**src/spcfg_pkg.sv**
```systemverilog
/*
 * constants for the serial port configuration register bank:
 * offsets, field positions, reset values and soft reset states.
 * assumes nothing of its surroundings.
 */
package spcfg_pkg;
    // register offsets within the serial port address space
    localparam logic [11:0] OFS_PORT_CFG = 12'h000;
    localparam logic [11:0] OFS_VARIANT_ID = 12'h003;
    localparam logic [11:0] OFS_READBACK_SEL = 12'h004;
    localparam logic [11:0] OFS_TAG_LOW = 12'h005;
    localparam logic [11:0] OFS_TAG_HIGH = 12'h006;

    // port configuration and readback select field positions
    localparam int POS_FOUR_WIRE = 7;
    localparam int POS_LSB_FIRST = 6;
    localparam int POS_SOFT_RESET = 5;
    localparam int POS_UNUSED4 = 4;
    localparam int POS_READ_ACTIVE = 0;

    // reset values
    localparam logic RST_FOUR_WIRE = 1'b0;
    localparam logic RST_LSB_FIRST = 1'b0;
    localparam logic RST_READ_ACTIVE = 1'b0;
    localparam logic [7:0] RST_TAG = 8'h00;
    localparam logic [7:0] RST_VARIANT_ID = 8'h5A; // arbitrary value
    localparam logic [7:0] READ_ZERO = 8'h00;

    // soft reset sequencing
    typedef enum logic [1:0] {
        ST_IDLE = 2'b00,
        ST_RELOAD = 2'b01
    } reload_state_e;
endpackage

```
**src/pin_sync3.sv**
```systemverilog
/*
 * three flip-flop synchroniser for a pin level.
 * assumes the pin is asynchronous to clk; the output follows only
 * when the second and third stages agree.
 */
`timescale 1ns/1ns
module pin_sync3 (
    // clock and reset
    input wire logic clk,
    input wire logic rst_n,
    // pin and synchronised level
    input wire logic pin,
    output logic level
);
    logic s1_reg, s2_reg, s3_reg, level_reg;
    logic level_next;

    // accept a change only once two late stages agree
    always_comb begin
        level_next = level_reg;
        if (s2_reg == s3_reg) begin
            level_next = s3_reg;
        end
    end

    // first stage feeds only the second
    always_ff @(posedge clk or negedge rst_n) begin
        if (!rst_n) begin
            s1_reg <= 1'b0;
            s2_reg <= 1'b0;
            s3_reg <= 1'b0;
            level_reg <= 1'b0;
        end else begin
            s1_reg <= pin;
            s2_reg <= s1_reg;
            s3_reg <= s2_reg;
            level_reg <= level_next;
        end
    end

    assign level = level_reg;
endmodule

```
**src/spcfg_regs.sv**
```systemverilog
/*
 * serial port configuration register bank: transfer mode, bit order,
 * self-clearing soft reset, variant identifier, readback source select
 * and a 16-bit user version tag with buffered and active copies.
 * assumes a serial controller on clk that issues one-cycle byte
 * read/write strobes and honours the order and mode outputs.
 */
`timescale 1ns/1ns
module spcfg_regs
    import spcfg_pkg::*;
#(
    parameter logic [7:0] VARIANT_ID = RST_VARIANT_ID
) (
    // clock and reset
    input wire logic clk,
    input wire logic rst_n,
    // byte access from the serial controller
    input wire logic [11:0] acc_addr,
    input wire logic [7:0] acc_wdata,
    input wire logic acc_wr,
    input wire logic acc_rd,
    output logic [7:0] acc_rdata,
    output logic acc_ack,
    // mode pins and transfer commit
    input wire logic i2c_mode_pin,
    input wire logic config_load_pin,
    input wire logic io_update,
    // nonvolatile image presented for reload
    input wire logic [7:0] nv_port_cfg,
    input wire logic [7:0] nv_readback_sel,
    input wire logic [7:0] nv_tag_low,
    input wire logic [7:0] nv_tag_high,
    // read data direction from the serial controller
    input wire logic host_reading,
    // steering to the serial controller
    output logic four_wire_select,
    output logic lsb_first,
    output logic addr_increment,
    output logic read_from_active,
    output logic bidir_read_oe,
    output logic serial_read_out_pin_oe,
    // soft reset strobes
    output logic reload_from_nv,
    output logic reload_from_defaults,
    // active user tag, for saving to storage
    output logic [15:0] user_tag
);
    logic i2c_mode, load_from_nv;
    reload_state_e state_reg, state_next;
    logic four_wire_reg, four_wire_next;
    logic lsb_first_reg, lsb_first_next;
    logic read_active_reg, read_active_next;
    logic [7:0] tag_lo_buf_reg, tag_lo_buf_next, tag_hi_buf_reg, tag_hi_buf_next;
    logic [7:0] tag_lo_act_reg, tag_lo_act_next, tag_hi_act_reg, tag_hi_act_next;
    logic [7:0] rdata_reg, rdata_next;
    logic ack_reg, ack_next;
    logic nv_strobe_reg, nv_strobe_next, def_strobe_reg, def_strobe_next;
    logic [7:0] cfg_view;
    logic wr_cfg;

    // pins arrive unsynchronised
    pin_sync3 u_sync_i2c (
        .clk(clk),
        .rst_n(rst_n),
        .pin(i2c_mode_pin),
        .level(i2c_mode)
    );
    pin_sync3 u_sync_load (
        .clk(clk),
        .rst_n(rst_n),
        .pin(config_load_pin),
        .level(load_from_nv)
    );

    // writes are held off while a reload is in progress
    assign wr_cfg = acc_wr && (acc_addr == OFS_PORT_CFG) && (state_reg == ST_IDLE);

    // port config readback: upper nibble mirrored into lower
    always_comb begin
        cfg_view = READ_ZERO;
        cfg_view[POS_FOUR_WIRE] = four_wire_reg && !i2c_mode;
        cfg_view[POS_LSB_FIRST] = lsb_first_reg && !i2c_mode;
        cfg_view[POS_SOFT_RESET] = (state_reg == ST_RELOAD);
        cfg_view[POS_UNUSED4] = 1'b0;
        cfg_view[3:0] = {cfg_view[4], cfg_view[5], cfg_view[6], cfg_view[7]};
    end

    // soft reset sequencing and register next values
    always_comb begin
        state_next = state_reg;
        four_wire_next = four_wire_reg;
        lsb_first_next = lsb_first_reg;
        read_active_next = read_active_reg;
        tag_lo_buf_next = tag_lo_buf_reg;
        tag_hi_buf_next = tag_hi_buf_reg;
        tag_lo_act_next = tag_lo_act_reg;
        tag_hi_act_next = tag_hi_act_reg;
        nv_strobe_next = 1'b0;
        def_strobe_next = 1'b0;
        case (state_reg)
            ST_IDLE: begin
                if (wr_cfg) begin
                    if (!i2c_mode) begin
                        four_wire_next = acc_wdata[POS_FOUR_WIRE];
                        lsb_first_next = acc_wdata[POS_LSB_FIRST];
                    end
                    if (acc_wdata[POS_SOFT_RESET]) begin
                        state_next = ST_RELOAD;
                    end
                end
                if (acc_wr && acc_addr == OFS_READBACK_SEL) begin
                    read_active_next = acc_wdata[POS_READ_ACTIVE];
                end
                if (acc_wr && acc_addr == OFS_TAG_LOW) begin
                    tag_lo_buf_next = acc_wdata;
                end
                if (acc_wr && acc_addr == OFS_TAG_HIGH) begin
                    tag_hi_buf_next = acc_wdata;
                end
                // buffered copies go live on commit
                if (io_update) begin
                    tag_lo_act_next = tag_lo_buf_next;
                    tag_hi_act_next = tag_hi_buf_next;
                end
            end
            ST_RELOAD: begin
                state_next = ST_IDLE;
                if (load_from_nv) begin
                    nv_strobe_next = 1'b1;
                    four_wire_next = nv_port_cfg[POS_FOUR_WIRE];
                    lsb_first_next = nv_port_cfg[POS_LSB_FIRST];
                    read_active_next = nv_readback_sel[POS_READ_ACTIVE];
                    tag_lo_buf_next = nv_tag_low;
                    tag_hi_buf_next = nv_tag_high;
                    tag_lo_act_next = nv_tag_low;
                    tag_hi_act_next = nv_tag_high;
                end else begin
                    def_strobe_next = 1'b1;
                    four_wire_next = RST_FOUR_WIRE;
                    lsb_first_next = RST_LSB_FIRST;
                    read_active_next = RST_READ_ACTIVE;
                    tag_lo_buf_next = RST_TAG;
                    tag_hi_buf_next = RST_TAG;
                    tag_lo_act_next = RST_TAG;
                    tag_hi_act_next = RST_TAG;
                end
            end
            default: begin
                state_next = ST_IDLE;
            end
        endcase
    end

    // read data mux, registered one cycle after the strobe
    always_comb begin
        rdata_next = rdata_reg;
        ack_next = acc_rd || acc_wr;
        if (acc_rd) begin
            case (acc_addr)
                OFS_PORT_CFG: rdata_next = cfg_view;
                OFS_VARIANT_ID: rdata_next = VARIANT_ID;
                OFS_READBACK_SEL: rdata_next = {7'h00, read_active_reg};
                OFS_TAG_LOW: rdata_next = read_active_reg ? tag_lo_act_reg : tag_lo_buf_reg;
                OFS_TAG_HIGH: rdata_next = read_active_reg ? tag_hi_act_reg : tag_hi_buf_reg;
                default: rdata_next = READ_ZERO;
            endcase
        end
    end

    // state registers
    always_ff @(posedge clk or negedge rst_n) begin
        if (!rst_n) begin
            state_reg <= ST_IDLE;
            four_wire_reg <= RST_FOUR_WIRE;
            lsb_first_reg <= RST_LSB_FIRST;
            read_active_reg <= RST_READ_ACTIVE;
            tag_lo_buf_reg <= RST_TAG;
            tag_hi_buf_reg <= RST_TAG;
            tag_lo_act_reg <= RST_TAG;
            tag_hi_act_reg <= RST_TAG;
            rdata_reg <= READ_ZERO;
            ack_reg <= 1'b0;
            nv_strobe_reg <= 1'b0;
            def_strobe_reg <= 1'b0;
        end else begin
            state_reg <= state_next;
            four_wire_reg <= four_wire_next;
            lsb_first_reg <= lsb_first_next;
            read_active_reg <= read_active_next;
            tag_lo_buf_reg <= tag_lo_buf_next;
            tag_hi_buf_reg <= tag_hi_buf_next;
            tag_lo_act_reg <= tag_lo_act_next;
            tag_hi_act_reg <= tag_hi_act_next;
            rdata_reg <= rdata_next;
            ack_reg <= ack_next;
            nv_strobe_reg <= nv_strobe_next;
            def_strobe_reg <= def_strobe_next;
        end
    end

    assign lsb_first = lsb_first_reg && !i2c_mode;
    assign addr_increment = lsb_first;
    assign four_wire_select = four_wire_reg && !i2c_mode;
    assign serial_read_out_pin_oe = host_reading && four_wire_select;
    assign bidir_read_oe = host_reading && !four_wire_select;
    assign read_from_active = read_active_reg;
    assign reload_from_nv = nv_strobe_reg;
    assign reload_from_defaults = def_strobe_reg;
    assign user_tag = {tag_hi_act_reg, tag_lo_act_reg};
    assign acc_rdata = rdata_reg;
    assign acc_ack = ack_reg;
endmodule

```
**config.mk**
```make
export PLATFORM = sky130hd
export DESIGN_NAME = spcfg_regs
export DESIGN_NICKNAME = d
export VERILOG_FILES = /design/src/spcfg_pkg.sv /design/src/pin_sync3.sv /design/src/spcfg_regs.sv
export SDC_FILE = /design/constraint.sdc
export NUM_CORES = 1
export LEC_CHECK = 0
export BUFFER_PORTS_ARGS = -buffer_cell sky130_fd_sc_hd__buf_2
export CAP_MARGIN = 20
export CORE_MARGIN = 2
export CORE_UTILIZATION = 45
export DETAILED_ROUTE_END_ITERATION = 12
export PLACE_DENSITY = 0.74
export SYNTH_ARGS = -nofsm -noshare
export SYNTH_HDL_FRONTEND = slang
export SYNTH_SLANG_ARGS = --single-unit
```
**constraint.sdc**
```tcl
create_clock -name clk -period 1.5 [get_ports clk]
set_input_delay 0.375 -clock clk [delete_from_list [all_inputs] [get_ports clk]]
set_output_delay 0.375 -clock clk [all_outputs]
set_load 0.1 [all_outputs]
```
==> impl_summary.log, run 1 <==
INFO  metric io_pins = a little over 90
INFO  metric synth-seq-cells = 55
INFO  metric ys.flop_type = dfrtp_1
INFO  metric critPathArrivalTime = between 1 and 1.5 ns
INFO  metric seq_area = about 1400 um2
INFO  metric clock_skew = 0.007020 ns
INFO  metric width_of_the_die = roughly 83 um
INFO  metric drt-vias-per-instance = about 5.7
INFO  metric yosysSeqAreaShare = roughly half
INFO  metric clk_pin_slew = 0.10 ns
INFO  metric hp-class = primary input to asynchronous set/reset pin
INFO  metric irDropWorstVdd = 513.4 uV
INFO  metric p_leak = approximately 1.9 nW
INFO  metric grt_overflow = 0
INFO  metric initial_core_util = roughly 47%
INFO  metric criticalPathCategory = flip-flop to primary output
INFO  metric cp_data_required_time = roughly 1.1 ns
INFO  metric cts-hold-fix-buffers = 0
INFO  metric drive_above_1_share = a little over two fifths
INFO  metric cp-startpoint = u_sync_i2c.level
INFO  metric drt_pass1_iterations = 4
INFO  metric total_power = 2.925 mW
INFO  metric vias = 2470
INFO  metric fmax = 0.6144 GHz
INFO  metric max_slew.worst_pin.slew = 0.4883 ns
INFO  metric coreArea = a little under 6000 um2
INFO  metric postRouteAntennaNets = 0
INFO  metric detailedPlace.worstSlack = -0.2388 ns
INFO  metric cts.sinks = 55
INFO  metric filler_cell_count_in_the_final_layout = between 400 and 500
INFO  metric cts_tree = yes
INFO  metric powerDensity = slightly above 700 nW/um2
INFO  metric mappedNetlistArea = between 2000 and 3000 um2
INFO  metric timing.final.setup_violations = 5
INFO  metric gpl.final_weighted_congestion = about 0.9
INFO  metric final_min_period_over_clock_period = 108.5%
INFO  metric drv_slew = 0
INFO  metric drc = 0
INFO  metric max_cap_viol_count = 0
INFO  metric synth_cell_types = 42
INFO  metric finish.utilization = 68.17%
INFO  metric yosys.area.top_type = dfrtp_1
INFO  metric num-nets-final = around 420
INFO  metric finalWorstPathRequiredPeriod = ~1.6 ns
INFO  metric grt_use_total = between 20% and 30%
INFO  metric yosysTopAreaCellShare = 49.26%
INFO  metric fin_tns_setup = -0.5932 ns
INFO  metric antenna_found_initial = 0
INFO  metric cell_types_with_the_largest_area_share_after_synthesis = dfrtp_1, mux2i_1, a22oi_1
INFO  metric endpoints_failing_hold = 0
INFO  metric cts_root_buf = clkbuf_8
INFO  metric avgRoutedWirePerCell = 17.53 um
INFO  metric synthToLayoutAreaGrowth = 45.32%
INFO  metric cts_made_buffers = 5
INFO  metric synth_fp_nets = roughly 310
INFO  metric drt-total-wl = 7.574 mm
INFO  metric synth_async_sr_flop_share = between 90% and 100%
INFO  metric slew_headroom = about two thirds
INFO  metric rr_startpoint = read_from_active
INFO  metric clock_tree.buffer_depth = 2
INFO  metric worst_slack = -0.1275 ns
INFO  metric failed_checks = setup timing
INFO  metric io_buffers = just under 80
INFO  metric std_cell_rows = 28
INFO  metric grt_pass1_vias = 2426
INFO  metric crit_path_max_fanout = 4
INFO  metric postSynthAreaPerCell = approximately 11 um2
INFO  metric ctsHtreeMaxLevel = 2
INFO  metric antenna_cells = 0
INFO  metric grt_start_max_net_pins = 56
INFO  metric rsz0062_at_grt = true
INFO  metric hpwlAfterDp = about 5.3 mm
INFO  metric run_status = complete, but fails checks
INFO  metric yosys_warnings = 0
INFO  metric multi_input_comb_area = about 1400 um2
INFO  metric die_area = 6855 um2
INFO  metric first_iter_violations = 210
INFO  metric timing.critical_path.from_type = flip-flop
INFO  metric synth_cells = 251
INFO  metric floorplan.die.height = slightly above 80 um
INFO  metric synth_edf_count = 0
INFO  metric grt_first_pass_wirelength = 11.72 mm
INFO  metric end_kind = primary output
INFO  metric clock_latency = 0.30 ns
metal layers:
metal | vias up | global-route usage [%] | wire [um]
met3 | 6 | 3.463 | 587
met2 | 102 | 38.15 | 3813
li1 | 1141 | - | -
met5 | - | 0 | 0
met1 | 1221 | 31.59 | 3115
met4 | 0 | 6.721 | 58
where the power goes:
group | switching (mW) | internal (mW)
logic | 0.222 | 0.145
clock network | 0.489 | 0.550
registers | 0.0165 | 1.50
total | 0.727 | 2.20
final cells by class:
cell class / count / share of cell area, %
well taps: 75 / 2.311
flip-flops and latches: 55 / 34.11
clock inverters: 2 / 0.9553
clock buffers: 6 / 2.034
repair buffers: 113 / 25.70
multi-input cells: 177 / 34.51
inverters: 4 / 0.3698
path summary, 6_finish.rpt:
kind	end	cells after the start	slack, ns
max	serial_read_out_pin_oe	3	-0.13
min	reload_from_nv	2	0.05
max reg2reg	acc_rdata[5]	4	0.04
min reg2reg	u_sync_i2c.s2_reg	0	0.36
max in group asynchronous	read_from_active	2	1.20
min in group clk	u_sync_i2c.s1_reg	1	0.17
cell usage in the layout, fill, tap and decap left out, drive strengths merged, types with 2 or more instances in the layout:
master	count
mux2i	48
nor4	3
nor2b	6
clkbuf	12
inv	5
nand4	4
o21ai	22
nand3b	2
o211ai	4
nor2	6
a21oi	3
buf	107
dfrtp	55
nand2	25
and2	4
o2bb2ai	4
o22ai	3
maj3	2
nor3	5
and4b	2
mux2	3
a22oi	16
and4	2
a31oi	3
metrics by stage:
| stage | instances | area, um2 | hold WS, ns |
|---|---|---|---|
| CTS | 427 | 3973 | 0.06131 |
| global placement | 414 | 3792 | 0.3339 |
| floorplan | 251 | 2878 | 0.07941 |
| detailed placement | 414 | 3792 | 0.3347 |
| global route | 432 | 4060 | 0.06935 |
| finish | 432 | 4060 | 0.04591 |
worst max-delay path, cell delays in order, from the launching register on:
cell     delay (ns)
dfrtp_2        0.46
nor2b_4        0.16
and2_4         0.17
buf_12         0.16
cells in the mapped netlist (4+ instances only):
library cell	count
buf_2	4
o2bb2ai_1	4
dfrtp_1	55
nor2b_1	6
and2_1	4
inv_1	4
clkbuf_1	10
a22oi_1	16
o21ai_1	19
nand2_1	23
mux2i_1	48
nor2_1	6
nor3_1	4
logic make-up after synthesis:
| family | count (synthesis) | share of synthesized area (%) |
|---|---|---|
| flops | 55 | 49.26 |
| mux | 51 | 18.41 |
| buf+inv | 19 | 2.866 |
| compound gates | 58 | 13.75 |
| xor+xnor | 1 | 0.3135 |
| simple gates | 65 | 14.69 |
| fa+ha+maj | 2 | 0.7166 |
repair_timing:
item / 4_1_cts / 5_1_grt
setup buffers: 5 / 4
resized for setup: 3 / 9
gates cloned: 0 / 1
pin swaps: 0 / 2
setup endpoints to repair: 16 / 30
No activity file was read; power rests on OpenSTA's default activity.
==> run 2, diff against run 1 <==
--- a/config.mk
+++ b/config.mk
@@ -9,8 +9,10 @@
 export CAP_MARGIN = 20
 export CORE_MARGIN = 2
 export CORE_UTILIZATION = 45
+export CTS_BUF_LIST = sky130_fd_sc_hd__clkbuf_4 sky130_fd_sc_hd__clkbuf_8 sky130_fd_sc_hd__clkbuf_16
 export DETAILED_ROUTE_END_ITERATION = 12
 export PLACE_DENSITY = 0.74
 export SYNTH_ARGS = -nofsm -noshare
 export SYNTH_HDL_FRONTEND = slang
 export SYNTH_SLANG_ARGS = --single-unit
+export TNS_END_PERCENT = 30
==> run 2 against run 1 <==
The flow still finishes with violations (setup timing). First-iteration DRC count decreased by 42%. Critical endpoint unchanged. Cell area is 1.4% lower. Largest cell class unchanged. Sequential power is essentially flat. Combinational power about the same.
==> impl_summary.log, run 2 (same netlist as run 1, synthesis figures left out) <==
INFO  metric p_leak = 1.844 nW (-2.1%)
INFO  metric worst_slack = -0.1386 ns (-0.01102 ns)
INFO  metric antenna_cells = 0 (unchanged)
INFO  metric max_cap_viol_count = 0 (unchanged)
INFO  metric clock_latency = 0.31 ns (about the same)
INFO  metric clock_skew = 0.006963 ns (-0.00005723 ns)
INFO  metric sequentialPowerShare = 55.1% (+3.2 points)
INFO  metric cp_data_required_time = 1.12 ns (about the same)
INFO  metric power.share.clock = 31.5% (-4.0 points)
INFO  metric cts.sinks = 55 (unchanged)
INFO  metric avgRoutedWirePerCell = 16.93 um (-3.4%)
INFO  metric grt_pass1_vias = 2455 (+1.2%)
INFO  metric antenna_found_initial = 0 (unchanged)
INFO  metric cts_tree = yes
INFO  metric first_iter_violations = 122 (-42%)
INFO  metric coreArea = 5956 um2 (unchanged)
INFO  metric synthToLayoutAreaGrowth = 43.26%
INFO  metric total_power = 2.757 mW (-5.7%)
INFO  metric detailedPlace.worstSlack = -0.2277 ns (+0.01109 ns)
INFO  metric drt_pass1_iterations = 4 (unchanged)
INFO  metric switching_portion_of_total_power = 27.46% (+2.6 points)
INFO  metric finalHoldWorstSlack = 0.04109 ns (-0.004818 ns)
INFO  metric clk_pin_slew = 0.10 ns (about the same)
INFO  metric die_area = 6855 um2 (unchanged)
INFO  metric criticalPathCategory = flip-flop to primary output
INFO  metric layout.cell_area.non_filler = 4003 um2 (-1.4%)
INFO  metric io_pins = 93 (unchanged)
INFO  metric postRouteAntennaNets = 0 (unchanged)
INFO  metric cts_root_buf = clkbuf_8
INFO  metric switching_power = 0.7571 mW (+4.1%)
INFO  metric hp-class = primary input to asynchronous set/reset pin
INFO  metric grt_first_pass_wirelength = 11.68 mm (-0.30%)
INFO  metric irDropWorstVdd = 453.5 uV (-12%)
INFO  metric end_kind = primary output
INFO  metric final_common_cell = buf_2
INFO  metric width_of_the_die = 82.80 um (unchanged)
INFO  metric powerDensity = 688.8 nW/um2 (-4.4%)
INFO  metric final_min_period_over_clock_period = 109.2% (+0.73 points)
INFO  metric timing.final.setup_violations = 9 (+4)
INFO  metric endpoints_failing_hold = 0 (unchanged)
INFO  metric drv_slew = 0 (unchanged)
INFO  metric run_status = complete, but fails checks
INFO  metric gpl.final_weighted_congestion = 0.8564 (-5.6%)
INFO  metric drive_above_1_share = 41.31% (-0.43 points)
INFO  metric power.share.combinational = 13.4% (+0.8 points)
INFO  metric drt-total-wl = 7.212 mm (-4.8%)
INFO  metric fmax = 0.6103 GHz (-0.67%)
INFO  metric critPathArrivalTime = 1.26 ns (about the same)
INFO  metric ctsHtreeMaxLevel = 2 (unchanged)
INFO  metric rsz0062_at_grt = true
INFO  metric cts-hold-fix-buffers = 0 (unchanged)
INFO  metric slew_headroom = 50.11% (-18 points)
INFO  metric place_area = 3827 um2 (+0.92%)
INFO  metric hpwlAfterDp = 5.212 mm (-1.8%)
INFO  metric num-nets-final = 410 (-1.4%)
INFO  metric std_cell_rows = 28 (unchanged)
INFO  metric grt_overflow = 0 (unchanged)
INFO  metric crit_path_max_fanout = 4 (unchanged)
INFO  metric internal_power = 2.000 mW (-9.0%)
INFO  metric clock_tree.buffer_depth = 2 (unchanged)
INFO  metric timing.critical_path.from_type = flip-flop
INFO  metric cts_made_buffers = 5 (unchanged)
INFO  metric drc = 0 (unchanged)
INFO  metric grt_start_max_net_pins = 56 (unchanged)
INFO  metric finish.utilization = 67.21% (-0.97 points)
INFO  metric io_buffers = 79 (unchanged)
INFO  metric max_slew.worst_pin.slew = 0.7476 ns (+0.2593 ns)
INFO  metric failed_checks = setup timing
INFO  metric initial_core_util = 46.91% (unchanged)
INFO  metric floorplan.die.height = 82.80 um (unchanged)
INFO  metric finalWorstPathRequiredPeriod = 1.639 ns (+0.01102 ns)
INFO  metric drt-vias-per-instance = 5.495 (-3.9%)
INFO  metric grt_use_total = 22.61% (-0.47 points)
INFO  metric vias = 2341 (-5.2%)
INFO  metric layout_common_cells = buf_2, dfrtp_1, mux2i_1
-- run 2: cell count changes in the layout (fill, tap and decap cells not counted), sizes merged --
cell      previous run  this run
bufinv               1         0
inv                  5         6
buf                107       103
clkbuf              12         9
clkinvlp             0         1
-- run 2: power groups by stage --
| stage | registers [mW] | logic (mW) | clock network (mW) |
|---|---|---|---|
| 2_1_floorplan | 1.57 | 0.118 | 0 |
| 3_3_place_gp | 1.55 | 0.350 | 0 |
| 3_5_place_dp | 1.55 | 0.356 | 0 |
| 4_1_cts | 1.52 | 0.366 | 0.890 |
| 5_1_grt | 1.52 | 0.400 | 0.941 |
| 6_report | 1.52 | 0.369 | 0.868 |
-- run 2: area by class of cell --
type                            instances  area [um2]
Fill cell                             442        1953
Multi-Input combinational cell        177        1416
Sequential cell                        55        1385
Timing Repair Buffer                  107       996.0
Tap cell                               75       93.84
Clock buffer                            5       68.82
Clock inverter                          3       27.53
Inverter                                4       15.01
-- run 2: metal layers --
layer,global-route usage [%],up-vias,share of wire (%)
li1,-,1123,-
met1,29.87,1118,44
met5,0,-,0
met4,7.541,0,2.2
met3,2.706,13,5.5
met2,38.63,87,48
-- run 2: repair_timing --
item / in CTS / in global routing
pin swaps: 2 / 2
buffers inserted: 3 / 0
setup endpoints to repair: 23 / 15
gates resized for setup: 8 / 8
hold endpoints to repair: 0 / 0
-- run 2: worst max-delay path: stages (launching register included) --
cell     delay [ns]
dfrtp_2        0.47
nor2b_4        0.15
and2_4         0.16
buf_12         0.16
-- run 2: final timing paths --
kind | end | slack [ns] | cells past startpoint | from
min | u_sync_i2c.s1_reg | 0.04 | 2 | rst_n
max in group asynchronous | read_from_active | 1.20 | 2 | rst_n
max reg2reg | acc_rdata[1] | -0.07 | 5 | u_sync_i2c.level
min in group clk | u_sync_load.s1_reg | 0.16 | 1 | config_load_pin
min reg2reg | u_sync_i2c.s2_reg | 0.36 | 0 | u_sync_i2c.s1_reg
max | serial_read_out_pin_oe | -0.14 | 3 | u_sync_i2c.level
-- run 2: stage by stage --
step	TNS, ns	cells
4_1_cts	-0.6406	426
5_1_grt	-1.102	426
3_5_place_dp	-6.859	415
3_3_place_gp	-6.773	415
2_1_floorplan	-1.193	251
6_report	-0.6176	426
